--- config.mk ---
export PLATFORM = sky130hd
export DESIGN_NAME = lcdt_timing
export DESIGN_NICKNAME = d
export VERILOG_FILES = /design/src/hdl/lcdt_pkg.sv /design/src/hdl/lcdt_edge_tap.sv /design/src/hdl/lcdt_timing.sv
export SDC_FILE = /design/constraint.sdc
export NUM_CORES = 1
export LEC_CHECK = 0
export ABC_CLOCK_PERIOD_IN_PS = 2250
export BUFFER_PORTS_ARGS = -buffer_cell sky130_fd_sc_hd__buf_4
export CORE_MARGIN = 5
export CORE_UTILIZATION = 31
export DETAILED_ROUTE_END_ITERATION = 16
export MAX_ROUTING_LAYER = met4
export PLACE_DENSITY = 0.46
export SYNTH_ARGS = -nofsm -noshare
export SYNTH_HDL_FRONTEND = slang
export SYNTH_SLANG_ARGS = --single-unit
--- constraint.sdc ---
create_clock -name clock -period 2.25 [get_ports clock]
set_clock_uncertainty 0.2 [all_clocks]
set_input_delay 0.3375 -clock clock [delete_from_list [all_inputs] [get_ports clock]]
set_output_delay 0.3375 -clock clock [all_outputs]
set_load 0.05 [all_outputs]
--- src/hdl/lcdt_pkg.sv ---
// Notes on behaviour
// Four drive methods: quarter, third, half, static.
// Frame base comes from clock in use.
// Main clock base divides 2^17/16/15/13.
// Frame is base, 4/3 base, or 2x base.
// Sub clock base divides 2^9 or 2^8.
// Booster select picks booster or resistor divider.
// Boost clock select sets booster switching divider.
// Software avoids half/static duty with booster.
// Software avoids base codes 10/11 in slow.
// Software avoids boost code 11 in slow.
// Commons scan one per base period, restart.
package lcdt_pkg;

    // Drive-method field encodings.
    localparam logic [1:0] DUTY_QUARTER = 2'h0;
    localparam logic [1:0] DUTY_THIRD = 2'h1;
    localparam logic [1:0] DUTY_HALF = 2'h2;
    localparam logic [1:0] DUTY_STATIC = 2'h3;

    // Width of the free-running divider chains.
    localparam int DIV_W = 18;

    // Main-clock divider exponents for frame base select codes 0 to 3.
    localparam int MAIN_BASE_EXP0 = 17;
    localparam int MAIN_BASE_EXP1 = 16;
    localparam int MAIN_BASE_EXP2 = 15;
    localparam int MAIN_BASE_EXP3 = 13;
    // Sub-clock divider exponents for frame base select codes 0 and 1.
    localparam int SUB_BASE_EXP0 = 9;
    localparam int SUB_BASE_EXP1 = 8;
    // Main-clock boost exponents for boost clock select codes 0 to 3.
    localparam int MAIN_BOOST_EXP0 = 13;
    localparam int MAIN_BOOST_EXP1 = 11;
    localparam int MAIN_BOOST_EXP2 = 10;
    localparam int MAIN_BOOST_EXP3 = 9;
    // Sub-clock boost exponents for boost clock select codes 0 to 2.
    localparam int SUB_BOOST_EXP0 = 5;
    localparam int SUB_BOOST_EXP1 = 3;
    localparam int SUB_BOOST_EXP2 = 2;

    // Reset value of the control fields.
    localparam logic [7:0] CTRL_RESET = 8'h00;

    // Control register fields as software writes them.
    typedef struct packed {
        logic display_enable;
        logic booster_select;
        logic [1:0] boost_clock_select;
        logic [1:0] drive_method;
        logic [1:0] frame_base_select;
    } lcdt_ctrl_t;

    // Status shown toward the panel and the analog levels.
    typedef struct packed {
        logic [3:0] common_active;
        logic [1:0] common_index;
        logic base_tick;
        logic frame_start;
        logic boost_clk;
        logic booster_on;
        logic divider_on;
    } lcdt_drive_t;

endpackage

--- src/hdl/lcdt_edge_tap.sv ---
`timescale 1ns/10ps
// Picks one stage of a divider chain and gives a one-cycle pulse on its rising edge.
module lcdt_edge_tap (
    input wire logic clock,
    input wire logic rst_n,
    input wire logic [lcdt_pkg::DIV_W-1:0] chain,
    input wire logic [4:0] stage,
    output logic pulse
);

    // State of the tap: the previous level of the chosen stage and which stage that was.
    typedef struct packed {
        logic last;
        logic [4:0] last_stage;
    } lcdt_tap_t;

    lcdt_tap_t st;
    lcdt_tap_t next_st;
    logic level;

    // The chosen stage toggles at the chain input rate over 2^(stage+1).
    // A change of stage would compare two different bits, so that cycle gives no pulse.
    always_comb begin
        level = chain[stage];
        next_st.last = level;
        next_st.last_stage = stage;
        pulse = level & ~st.last & (stage == st.last_stage);
    end

    // Registers the previous level.
    always_ff @(posedge clock) begin
        if (!rst_n) begin
            st <= '0;
        end else begin
            st <= next_st;
        end
    end

endmodule

--- src/hdl/lcdt_timing.sv ---
`timescale 1ns/10ps
// Frame timing, common scan and booster clock for the segment LCD driver.
// Main and sub clocks arrive as levels, synchronised on this clock; each rising edge advances its divider.
module lcdt_timing (
    input wire logic clock,
    input wire logic rst_n,
    input wire logic main_clock,
    input wire logic sub_clock,
    input wire logic stage7_clock_select,
    input wire logic system_clock_select,
    input wire lcdt_pkg::lcdt_ctrl_t ctrl,
    output lcdt_pkg::lcdt_drive_t drive
);

    // All state of the block in one record, except what the main-clock tap keeps.
    typedef struct packed {
        logic [1:0] sync_main;
        logic [1:0] sync_sub;
        logic last_main;
        logic last_sub;
        logic [lcdt_pkg::DIV_W-1:0] main_div;
        logic [lcdt_pkg::DIV_W-1:0] sub_div;
        logic [1:0] com;
        logic [1:0] sub_base;
        logic boost_clk;
        logic base_tick;
        logic frame_start;
        logic [3:0] com_onehot;
    } lcdt_state_t;

    // Registered state and its next value.
    lcdt_state_t st;
    lcdt_state_t next_st;
    // Rising edges of the synchronised source clocks.
    logic main_edge;
    logic sub_edge;
    // High when the sub clock supplies the frame base.
    logic use_sub;
    // Divider stages picked for the frame base and for the booster.
    logic [4:0] base_stage;
    logic [4:0] boost_stage;
    // Base pulses from each chain and the one in use.
    logic main_base_pulse;
    logic sub_base_pulse;
    logic base_pulse;
    // Last common index of the selected drive method.
    logic [1:0] last_com;

    // Number of the last common scanned for a drive method.
    function automatic logic [1:0] last_common(input logic [1:0] method);
        case (method)
            lcdt_pkg::DUTY_QUARTER: last_common = 2'h3;
            lcdt_pkg::DUTY_THIRD: last_common = 2'h2;
            lcdt_pkg::DUTY_HALF: last_common = 2'h1;
            default: last_common = 2'h0;
        endcase
    endfunction

    // Divider stage index for a given power of two.
    function automatic logic [4:0] stage_of(input int exponent);
        stage_of = 5'(exponent - 1);
    endfunction

    // The sub clock supplies the base in dual mode with either select set.
    assign use_sub = stage7_clock_select | system_clock_select;

    // Chooses the main-clock tap for the frame base.
    always_comb begin
        case (ctrl.frame_base_select)
            2'h0: base_stage = stage_of(lcdt_pkg::MAIN_BASE_EXP0);
            2'h1: base_stage = stage_of(lcdt_pkg::MAIN_BASE_EXP1);
            2'h2: base_stage = stage_of(lcdt_pkg::MAIN_BASE_EXP2);
            default: base_stage = stage_of(lcdt_pkg::MAIN_BASE_EXP3);
        endcase
    end

    // Chooses the booster tap; code 11 has no sub-clock choice and uses main.
    always_comb begin
        if (use_sub && ctrl.boost_clock_select != 2'h3) begin
            case (ctrl.boost_clock_select)
                2'h0: boost_stage = stage_of(lcdt_pkg::SUB_BOOST_EXP0);
                2'h1: boost_stage = stage_of(lcdt_pkg::SUB_BOOST_EXP1);
                default: boost_stage = stage_of(lcdt_pkg::SUB_BOOST_EXP2);
            endcase
        end else begin
            case (ctrl.boost_clock_select)
                2'h0: boost_stage = stage_of(lcdt_pkg::MAIN_BOOST_EXP0);
                2'h1: boost_stage = stage_of(lcdt_pkg::MAIN_BOOST_EXP1);
                2'h2: boost_stage = stage_of(lcdt_pkg::MAIN_BOOST_EXP2);
                default: boost_stage = stage_of(lcdt_pkg::MAIN_BOOST_EXP3);
            endcase
        end
    end

    // Rising-edge pulse on the chosen main-clock stage.
    lcdt_edge_tap u_main_tap (
        .clock(clock),
        .rst_n(rst_n),
        .chain(st.main_div),
        .stage(base_stage),
        .pulse(main_base_pulse)
    );

    // Sub clock base: 2^8 or 2^9 stage, picked without a second tap module.
    assign sub_base_pulse = (ctrl.frame_base_select[0] ?
        (st.sub_div[lcdt_pkg::SUB_BASE_EXP1-1] & ~st.sub_base[0]) :
        (st.sub_div[lcdt_pkg::SUB_BASE_EXP0-1] & ~st.sub_base[1]));

    assign base_pulse = use_sub ? sub_base_pulse : main_base_pulse;
    assign main_edge = st.sync_main[1] & ~st.last_main;
    assign sub_edge = st.sync_sub[1] & ~st.last_sub;
    assign last_com = last_common(ctrl.drive_method);

    // Next-state logic: dividers, boost clock and the common scan.
    always_comb begin
        next_st = st;
        next_st.sync_main = {st.sync_main[0], main_clock};
        next_st.sync_sub = {st.sync_sub[0], sub_clock};
        next_st.last_main = st.sync_main[1];
        next_st.last_sub = st.sync_sub[1];
        // Counters advance on each rising edge of their source clock.
        if (main_edge) begin
            next_st.main_div = st.main_div + 1'b1;
        end
        if (sub_edge) begin
            next_st.sub_div = st.sub_div + 1'b1;
        end
        next_st.sub_base = {st.sub_div[lcdt_pkg::SUB_BASE_EXP0-1], st.sub_div[lcdt_pkg::SUB_BASE_EXP1-1]};
        // Booster switching clock is the chosen divider stage.
        if (use_sub && ctrl.boost_clock_select != 2'h3) begin
            next_st.boost_clk = st.sub_div[boost_stage];
        end else begin
            next_st.boost_clk = st.main_div[boost_stage];
        end
        next_st.base_tick = base_pulse;
        next_st.frame_start = 1'b0;
        // One common per base period; wrap gives 4/3 and 2x frame rates.
        if (base_pulse) begin
            if (st.com >= last_com) begin
                next_st.com = 2'h0;
                next_st.frame_start = 1'b1;
            end else begin
                next_st.com = st.com + 1'b1;
            end
        end
        next_st.com_onehot = 4'h1 << next_st.com;
    end

    // Registers the whole state.
    always_ff @(posedge clock) begin
        if (!rst_n) begin
            st <= '0;
        end else begin
            st <= next_st;
        end
    end

    // Outputs; the commons are only driven while the display is enabled, the booster and divider selects are not gated.
    // The booster clock is gated so that it stays low while the resistor divider is in use.
    always_comb begin
        drive.common_active = ctrl.display_enable ? st.com_onehot : 4'h0;
        drive.common_index = st.com;
        drive.base_tick = st.base_tick;
        drive.frame_start = st.frame_start;
        drive.boost_clk = ctrl.booster_select & st.boost_clk;
        drive.booster_on = ctrl.booster_select;
        drive.divider_on = ~ctrl.booster_select;
    end

    // Common index does not exceed the last common of the method on a base tick while the method is unchanged.
    a_com_range: assert property (@(posedge clock) disable iff (!rst_n)
        $stable(ctrl.drive_method) && st.base_tick |-> st.com <= last_com)
        else $error("common out of range");

    // A frame start puts the scan back on the first common.
    a_frame_first: assert property (@(posedge clock) disable iff (!rst_n)
        st.frame_start |-> st.com == 2'h0)
        else $error("frame not at first common");

    // Static method starts a frame on every base tick.
    a_static_frame: assert property (@(posedge clock) disable iff (!rst_n)
        ctrl.drive_method == lcdt_pkg::DUTY_STATIC && $past(ctrl.drive_method) == lcdt_pkg::DUTY_STATIC
        && st.base_tick |-> st.frame_start)
        else $error("static frame missed");

    // Booster clock is silent with the resistor divider.
    a_boost_off: assert property (@(posedge clock) disable iff (!rst_n)
        !ctrl.booster_select |-> !drive.boost_clk && drive.divider_on)
        else $error("booster active");

    // Scan advances by one on a base tick that does not wrap.
    a_scan_step: assert property (@(posedge clock) disable iff (!rst_n)
        base_pulse && st.com < last_com |=> st.com == $past(st.com) + 2'h1)
        else $error("scan step");

    // In sub mode a base pulse marks the chosen sub stage rising with all lower bits clear.
    a_base_src: assert property (@(posedge clock) disable iff (!rst_n)
        use_sub && base_pulse |-> (ctrl.frame_base_select[0] ?
        st.sub_div[lcdt_pkg::SUB_BASE_EXP1-1:0] == 8'h80 : st.sub_div[lcdt_pkg::SUB_BASE_EXP0-1:0] == 9'h100))
        else $error("wrong base source");

    // In main mode a base pulse marks the chosen main stage rising with all lower bits clear.
    a_main_src: assert property (@(posedge clock) disable iff (!rst_n)
        !use_sub && base_pulse |-> st.main_div[base_stage]
        && ((st.main_div << (lcdt_pkg::DIV_W - int'(base_stage))) == '0))
        else $error("main base mismatch");

    // A sub base pulse lasts a single cycle.
    a_sub_edge: assert property (@(posedge clock) disable iff (!rst_n)
        sub_base_pulse |=> !sub_base_pulse)
        else $error("sub base glitch");

    // A frame only starts once the scan has passed the last common, which sets the frame rate.
    a_wrap_last: assert property (@(posedge clock) disable iff (!rst_n)
        st.frame_start |-> $past(st.com) >= $past(last_com))
        else $error("frame started early");

    // With the display on, exactly the indexed common is active.
    a_common_onehot: assert property (@(posedge clock) disable iff (!rst_n)
        ctrl.display_enable && $past(rst_n) |-> drive.common_active == (4'h1 << st.com))
        else $error("common not one-hot");

endmodule

==> metrics.txt, run 1 <==
DRT iter0 DRCs 29; Worst EP required 2270 ps; Yosys warning count 0; Syn Std Cell Area ~2200 µm²; power density over the cells just under 600 nW/µm²; GRT Util Overall 10.62%; initial antenna violation count 0; cell family with most CP delay compound AO/OA/AOI/OAI gates; CTS tree yes; Most used DFF post-synth dfxtp_1; DR pass1 iterations 4; Reg2Reg Depth 7; DP Cell Count approximately 350; worst-path cell chain inv_1 -> ha_1 -> nand2b_1 -> a21o_1 -> nor2_1 -> o21ai_1 -> a211oi_1; ANT cells 0; root buf cell clkbuf_8; # hold bufs at CTS 0; first-pass GRT wire length roughly 7000 µm; final cycle utilization of the critical path 84.26%; Max Freq 0.5275 GHz; non-filler cells in the finished layout ~360; Post-synth EDFFs 0; HP Class in2reg; worst min-delay path startpoint main_clock; vias in the first global route 1,538; Cell variety after synth 44; Nets 280; post-route setup TNS 0 ps; worst skew pair latency 290 ps; GR Layer Usage met1 12.64%; top area cells in the synthesized netlist dfxtp_1, nor2_1, xnor2_1; CTS-repair resized insts 0; Layout area overhead 16.28%; Pwr Total 1.489 mW; Site Rows 30; crit path kind reg2reg; Critical R2R Capture st[3]$_SDFF_PN0_; final count of hold timing violations 0; Tmin final between 1500 and 2000 ps; met3 GRT Util 2.804%; H-tree Lvls 2; antenna violation net count after detailed routing 0; RSZ-0062 raised after global routing no; Via Count 1,575; Initial Utilization 31.94%; CP arrival 1910 ps; Reg2Reg Launch Point drive[5]$_SDFF_PN0_; Hold Path Sink next_st[52]$_SDFF_PN0_; most common library cells after synthesis dfxtp_1, nor2_1, and2_1; CTS max path bufs 2; core area 6832 µm²; count leader, synth dfxtp_1; Synth Register Bits 49; synthesized area per cell approximately 9 µm²; largest area contributor in the netlist dfxtp_1; status completed; Final Wtd Congestion 0.7158; r2r setup slk roughly 350 ps; crit path max fanout 5; P_leak 1.009 nW; die width 93.90 µm; Post-Route WL 4087 µm; # Post-CTS Setup Buffers 0; Via density 4.412; die area 8817 µm²; GR Overflow Total 0; FFs w/ async S/R, synth 0%; met2 Use GR 17.21%; Num CTS Buffers 5; largest net degree at the start of global routing 24; syn nets 257; num ports 25; CP endpoint kind flop; die height 93.90 µm; routed len/inst 11.45 µm; GRT busiest layer met2; dpl hpwl 3075 µm; largest stage delay on the critical path approximately 420 ps; final number of max-transition violations 0; Worst path slowest cell dfxtp_1; type of origin of the critical path flop; count of final setup violators 0; count of clock tree sinks 49; Post-Synthesis Cells 237; Peak VDD IR 0.0003065 V; Port Buffers 24; hold path cells 2; DRC 0; layout cells sized above 1 between 15 and 20%; clock slew at reported path FFs 90 ps; # Max-Cap Violations 0; Seq/Total Area, Yosys ~45%; Buf+Inv Stages, Crit Path 1; Synth top area share 44.95%; Slew headroom just over 70%; Worst-Margin Slew 416.3 ps
-- per-stage QoR --
stage	hold WS (ps)	setup slack, ps	util [%]	area, µm²
after floorplan	211.9	246.3	-	2182
after global placement	218.9	4.972	35.93	2455
after detailed placement	219.6	54.26	35.93	2455
after CTS	30.12	344.5	37.14	2537
after global routing	48.05	150.3	37.14	2537
final	44.84	354.2	37.14	2537
-- power by group --
part           internal (mW)  total (mW)  switching [mW]  leakage (nW)
logic                 0.0481       0.103          0.0549         0.567
registers              0.879       0.884         0.00520         0.397
clock network          0.216       0.502           0.286        0.0450
-- cells in the final DEF (no fill, tap or decap), types with 2 or more instances in the layout --
cell type / instances
nand3_1: 9
a31oi_1: 2
and2_1: 18
or3_1: 2
nand2_1: 10
ha_1: 6
and4_1: 4
o21ai_0: 5
clkinv_2: 2
and3_1: 6
nor2_1: 32
nor3b_1: 2
clkbuf_8: 5
a21oi_1: 7
a211oi_1: 2
inv_1: 9
nor3_1: 3
nor2b_1: 3
xor2_1: 12
xnor2_1: 13
nand4_1: 4
buf_4: 31
dfxtp_1: 49
mux2i_1: 5
-- sequential cells by signal (all words and copies together), names as in the netlist --
name and count:
next_st 6, u_main_tap.st 5, drive 4, st 34
-- logic make-up (layout without fill, tap and decap cells) --
logic type | after synthesis | in the layout | synth area share (%)
AO/OA/AOI/OAI | 24 | 24 | 7.282
XOR/XNOR | 25 | 25 | 10.03
adder cells (fa/ha/maj) | 6 | 6 | 3.440
multiplexers | 8 | 8 | 4.530
flip-flops | 49 | 49 | 44.95
AND/OR/NAND/NOR | 100 | 100 | 24.37
buffers and inverters | 25 | 49 | 5.389
-- worst max path at each step --
| stage | start | endpoint | slack [ps] | cells after the start |
|---|---|---|---|---|
| CTS | drive[5]$_SDFF_PN0_ | st[3]$_SDFF_PN0_ | 340 | 7 |
| global placement | ctrl[0] | drive[6]$_SDFF_PN0_ | 5 | 8 |
| floorplan | ctrl[0] | drive[6]$_SDFF_PN0_ | 250 | 8 |
| detailed placement | ctrl[0] | st[3]$_SDFF_PN0_ | 50 | 8 |
| global route | drive[5]$_SDFF_PN0_ | st[3]$_SDFF_PN0_ | 150 | 7 |
| finish | drive[5]$_SDFF_PN0_ | st[3]$_SDFF_PN0_ | 350 | 7 |
-- routing by layer --
layer  wire length [µm]  share of wire [%]  vias up
li1                   -                  -      838
met1               1913                 47      708
met2               1948                 48       25
met3                183                4.5        4
met4                 41                1.0        0
met5                  0                  0        -
-- worst register-to-register path: stages, from the launching register on --
cell and delay, ps:
dfxtp_1 420, inv_1 110, ha_1 270, nand2b_1 150, a21o_1 190, nor2_1 130, o21ai_1 120, a211oi_1 210
-- final cells by class --
class | instances | area, µm²
clock buffer | 6 | 72.57
clock inverter | 2 | 10.01
fill | 722 | 4294
inverter | 10 | 37.54
multi-input combinational | 163 | 1084
sequential | 49 | 980.9
tap | 96 | 120.1
timing repair buffer | 31 | 232.7
(Power assumes the default switching activity.)
==> run 2: changes to the inputs <==
--- a/config.mk
+++ b/config.mk
@@ -5,7 +5,7 @@
 export SDC_FILE = /design/constraint.sdc
 export NUM_CORES = 1
 export LEC_CHECK = 0
-export ABC_CLOCK_PERIOD_IN_PS = 2250
+export ABC_CLOCK_PERIOD_IN_PS = 1750
 export BUFFER_PORTS_ARGS = -buffer_cell sky130_fd_sc_hd__buf_4
 export CORE_MARGIN = 5
 export CORE_UTILIZATION = 31
==> constraint.sdc (replaced) <==
create_clock -name clock -period 1.75 [get_ports clock]
set_clock_uncertainty 0.2 [all_clocks]
set_input_delay 0.2625 -clock clock [delete_from_list [all_inputs] [get_ports clock]]
set_output_delay 0.2625 -clock clock [all_outputs]
set_load 0.05 [all_outputs]
==> run 2 against run 1 <==
First-iteration DRC count rose by 100%. Clock power is 62% higher. Cell area is 15% higher. Routed wire length increased by 12%. Clock-buffer cell count unchanged. Global-route usage grew 0.51 points. Sequential cell count stayed put. Sequential share of layout area is 4.9 points lower. Critical endpoint is now drive[3]$_SDFF_PN0_. Largest power group unchanged. Highest routed layer unchanged.
==> metrics.txt, run 2 (synthesis results as in run 1) <==
ANT cells 0; fin area around 2900 µm²; count of final setup violators 0; # Max-Cap Violations 0; final cycle utilization of the critical path about 100%; vias in the first global route 1,646; routed len/inst 11.97 µm; Post-Route WL 4560 µm; Port Buffers 24; Slew headroom 77.65%; multi-input logic area ~1200 µm²; final number of max-transition violations 0; largest net degree at the start of global routing 31; power density over the cells ~730 nW/µm²; first-pass GRT wire length 7562 µm; Via Count 1,713; Fillers 709; crit path max fanout 5; Seq pwr share around 54%; Sequential Area 985.9 µm²; Reg with most FFs st; metal3 WL between 150 and 200 µm; Sw Share between 20% and 30%; Site Rows 30; WL met2 2143 µm; DRC 0; Int Power 1.647 mW; GRT Util Overall between 10 and 15%; count of clock tree sinks 49; WHS 82.32 ps; metal1 wirelength 2170 µm; Via density 4.496; die area 8817 µm²; HP Class in2reg; Peak VDD IR 0.0004277 V; DRT iter0 DRCs a little under 60; Worst EP required 1790 ps; clock slew at reported path FFs 90 ps; Area after DPL 2633 µm²; type of origin of the critical path input port; P_leak between 1 and 1.5 nW; core area 6832 µm²; final count of hold timing violations 0; initial antenna violation count 0; clock power share 38.3%; Num CTS Buffers 5; root buf cell clkbuf_8; commonest non-fill, non-tap cell in the layout buf_4; status completed; crit path kind in2reg; Final Wtd Congestion 0.7747; H-tree Lvls 2; most frequent cells in the layout buf_4, dfxtp_1, nor2_1, and2_1, xor2_1; Max Freq 0.5728 GHz; CP arrival 1790 ps; num ports 25; layout cells sized above 1 31.58%; CTS tree yes; worst skew pair latency 300 ps; DR top layer met4; DR pass1 iterations 4; Nets just over 300; dpl hpwl 3283 µm; Initial Utilization roughly a third; CTS max path bufs 2; GR Overflow Total 0; final core occ a little over two fifths; Worst-Margin Slew 335.2 ps; Tmin final 1746 ps; CP endpoint kind flop; Switch Pwr 0.4789 mW; RSZ-0062 raised after global routing yes; Pwr Total 2.126 mW; max reg flops 34; Gate power share about 8%; die height 93.90 µm; Layout area overhead 33.94%; antenna violation net count after detailed routing 0; die width approximately 94 µm
==> run 2: through the flow <==
stage | TNS [ps] | worst slack (ps) | std cells
2_1_floorplan | -461.2 | -96.54 | 237
3_3_place_gp | -2179 | -318.9 | 368
3_5_place_dp | -2321 | -346.9 | 368
4_1_cts | 0 | 0.6197 | 379
5_1_grt | -227.9 | -73.66 | 381
6_report | 0 | 4.069 | 381
==> run 2: timing repair <==
item                       CTS  global route
setup endpoints to repair    2            11
setup buffers                0             2
hold endpoints to repair     3             0
gates resized for setup      3            26
hold buffers                 3             0
pin swaps                    2            10
==> run 2: power groups by stage <==
stage	sequential, mW	clock, mW	combinational (mW)
2_1_floorplan	1.16	0	0.0908
3_3_place_gp	1.16	0	0.151
3_5_place_dp	1.16	0	0.151
4_1_cts	1.14	0.849	0.158
5_1_grt	1.14	0.899	0.189
6_report	1.14	0.815	0.174
==> run 2: final timing paths <==
| path | from | end | slack [ps] | depth (start not counted) |
|---|---|---|---|---|
| worst max register to register | st[46]$_SDFFE_PN0P_ | st[1]$_SDFF_PP0_ | 30 | 6 |
| worst min-delay path | rst_n | next_st[50]$_SDFF_PN0_ | 80 | 2 |
| worst min register to register | next_st[52]$_SDFF_PN0_ | next_st[48]$_SDFF_PN0_ | 250 | 1 |
| worst max-delay path | ctrl[0] | drive[3]$_SDFF_PN0_ | 4 | 8 |
==> run 2: critical path: stages <==
cell and delay (ps):
buf_12 120, ha_4 160, buf_6 120, xnor2_2 140
nand4b_1 190, a311o_1 470, a21oi_2 190, and2_1 130
==> run 2: metal layers <==
| metal | vias up | GRT usage (%) |
|---|---|---|
| met5 | - | - |
| met4 | 0 | 4.813 |
| met3 | 7 | 2.804 |
| met2 | 23 | 17.74 |
| met1 | 796 | 13.32 |
| li1 | 887 | - |
==> run 2: final cells by class <==
| cell class | count | share of cell area, % |
|---|---|---|
| Sequential cell | 49 | 33.73 |
| Tap cell | 96 | 4.110 |
| Multi-Input combinational cell | 163 | 41.18 |
| Clock buffer | 6 | 2.483 |
| Clock inverter | 2 | 1.327 |
| Timing Repair Buffer | 55 | 15.20 |
| Inverter | 10 | 1.969 |
==> run 3: changes to the inputs <==
--- a/config.mk
+++ b/config.mk
@@ -9,6 +9,7 @@
 export BUFFER_PORTS_ARGS = -buffer_cell sky130_fd_sc_hd__buf_4
 export CORE_MARGIN = 5
 export CORE_UTILIZATION = 31
+export CTS_BUF_LIST = sky130_fd_sc_hd__clkbuf_8 sky130_fd_sc_hd__clkbuf_16
 export DETAILED_ROUTE_END_ITERATION = 16
 export MAX_ROUTING_LAYER = met4
 export PLACE_DENSITY = 0.46
==> run 3 against run 2 <==
Register-to-register slack barely moved. Clock power barely moved. Setup slack improved by 3.0 ps. Via count barely moved. Critical path depth did not move. Global-route usage did not move. Sequential cell count did not move. First-iteration DRC count did not move. Critical endpoint unchanged.
==> metrics.txt, run 3 (synthesis results as in run 1) <==
Max Freq 0.5737 GHz; Seq pwr share 53.6%; die area 8817 µm²; final number of max-transition violations 0; CTS tree yes; vias in the first global route 1,646; Worst-Margin Slew 334.9 ps; worst-path cell chain buf_12 -> ha_4 -> buf_6 -> xnor2_2 -> nand4b_1 -> a311o_1 -> a21oi_2 -> and2_1; Switch Pwr 0.4818 mW; count of clock tree sinks 49; DRC 0; Site Rows 30; dpl hpwl 3283 µm; Reg2Reg Launch Point st[46]$_SDFFE_PN0P_; die width ~94 µm; ANT cells 0; DR pass1 iterations 4; root buf cell clkbuf_8; Gate power share under 10%; Buf+Inv Stages, Crit Path 2; Nets 304; crit path max fanout 5; commonest non-fill, non-tap cell in the layout buf_4; clock slew at reported path FFs 100 ps; Tmin final ~1700 ps; Sw Share 22.69%; Layout area overhead 33.94%; Int Power ~1.6 mW; GR Overflow Total 0; count of final setup violators 0; CP endpoint kind flop; largest net degree at the start of global routing 31; Initial Utilization 31.94%; routed len/inst 11.95 µm; DRT iter0 DRCs 59; first-pass GRT wire length 7562 µm; cell family with most CP delay compound AO/OA/AOI/OAI gates; final cycle utilization of the critical path 99.60%; Area after DPL 2633 µm²; CTS max path bufs 2; type of origin of the critical path input port; Via density 4.499; Crit. Startpoint ctrl[0]; met2 Use GR 17.74%; core area 6832 µm²; RSZ-0062 raised after global routing yes; Peak VDD IR roughly 0.00043 V; P_leak 1.195 nW; largest stage delay on the critical path 470 ps; clock power share 38.2%; H-tree Lvls 2; Reg with most FFs st; status completed; GRT busiest layer met2; Via Count approximately 1,700; Worst path slowest cell a311o_1; Port Buffers 24; crit path kind in2reg; final core occ 42.78%; num ports 25; Post-Route WL roughly 4600 µm; GR Layer Usage met1 13.32%; Num CTS Buffers 5; # Max-Cap Violations 0; most frequent cells in the layout buf_4, dfxtp_1, nor2_1, and2_1, xor2_1; antenna violation net count after detailed routing 0; GRT Util Overall 11.13%; worst min-delay path startpoint rst_n; HP Class in2reg; worst skew pair latency around 300 ps; max reg flops 34; fin area 2923 µm²; met3 GRT Util 2.804%; final count of hold timing violations 0; Final Wtd Congestion a little under 0.8; die height 93.90 µm; CP arrival 1790 ps; Pwr Total 2.123 mW; Slew headroom 77.67%; layout cells sized above 1 between 30% and 40%; power density over the cells 726.4 nW/µm²; initial antenna violation count 0; Worst EP required 1800 ps
run 3: cell types whose count changed in the layout (fill, tap and decap cells not counted):
cell	delta
clkbuf_1	-1
inv_1	+1
run 3: power groups by stage:
stage               sequential (mW)  clock [mW]  combinational [mW]
finish                         1.14       0.812               0.174
global route                   1.14       0.894               0.189
CTS                            1.14       0.844               0.158
detailed placement             1.16           0               0.151
global placement               1.16           0               0.151
floorplan                      1.16           0              0.0908
run 3: metrics by stage:
stage          cells  TNS [ps]  hold WS, ps  setup slack, ps
6_report         381         0        83.61            7.054
5_1_grt          381    -230.3        82.05           -74.26
4_1_cts          379         0        83.40           0.6197
3_5_place_dp     368     -2321        226.8           -346.9
3_3_place_gp     368     -2179        235.4           -318.9
2_1_floorplan    237    -461.2        189.8           -96.54
run 3: path summary, 6_finish.rpt:
check                           slack [ps]  depth (start not counted)                endpoint
worst max-delay path                     7                          8     drive[3]$_SDFF_PN0_
worst max register to register          30                          6        st[1]$_SDFF_PP0_
worst min-delay path                    80                          2  next_st[50]$_SDFF_PN0_
worst min register to register         250                          1  next_st[48]$_SDFF_PN0_
run 3: final cells by class:
cell class | instances | area, µm²
repair buffers | 55 | 444.2
fillers | 709 | 3909
well taps | 96 | 120.1
flip-flops and latches | 49 | 985.9
clock inverters | 3 | 42.54
multi-input cells | 163 | 1204
clock buffers | 5 | 68.82
inverters | 10 | 57.56
run 3: worst reg2reg max path: stages (launching register included):
cell	delay, ps
dfxtp_1	360
mux2_4	160
nand3b_2	80
buf_4	150
a311oi_4	340
o21ai_2	130
a211oi_2	220
run 3: metal layers:
layer	part of all wire, %	wire length (µm)	up-vias
met5	0	0	-
met4	1.7	76	0
met3	3.6	163	6
met2	47	2147	23
met1	48	2167	797
li1	-	-	888
run 3: repair_timing:
item | 4_1_cts | 5_1_grt
hold buffers | 3 | 0
resized for setup | 3 | 26
endpoints found under the setup margin | 2 | 11
endpoints found under the hold margin | 3 | 0
setup buffers | 0 | 2
pin swaps | 2 | 10
cloned | 0 | 0
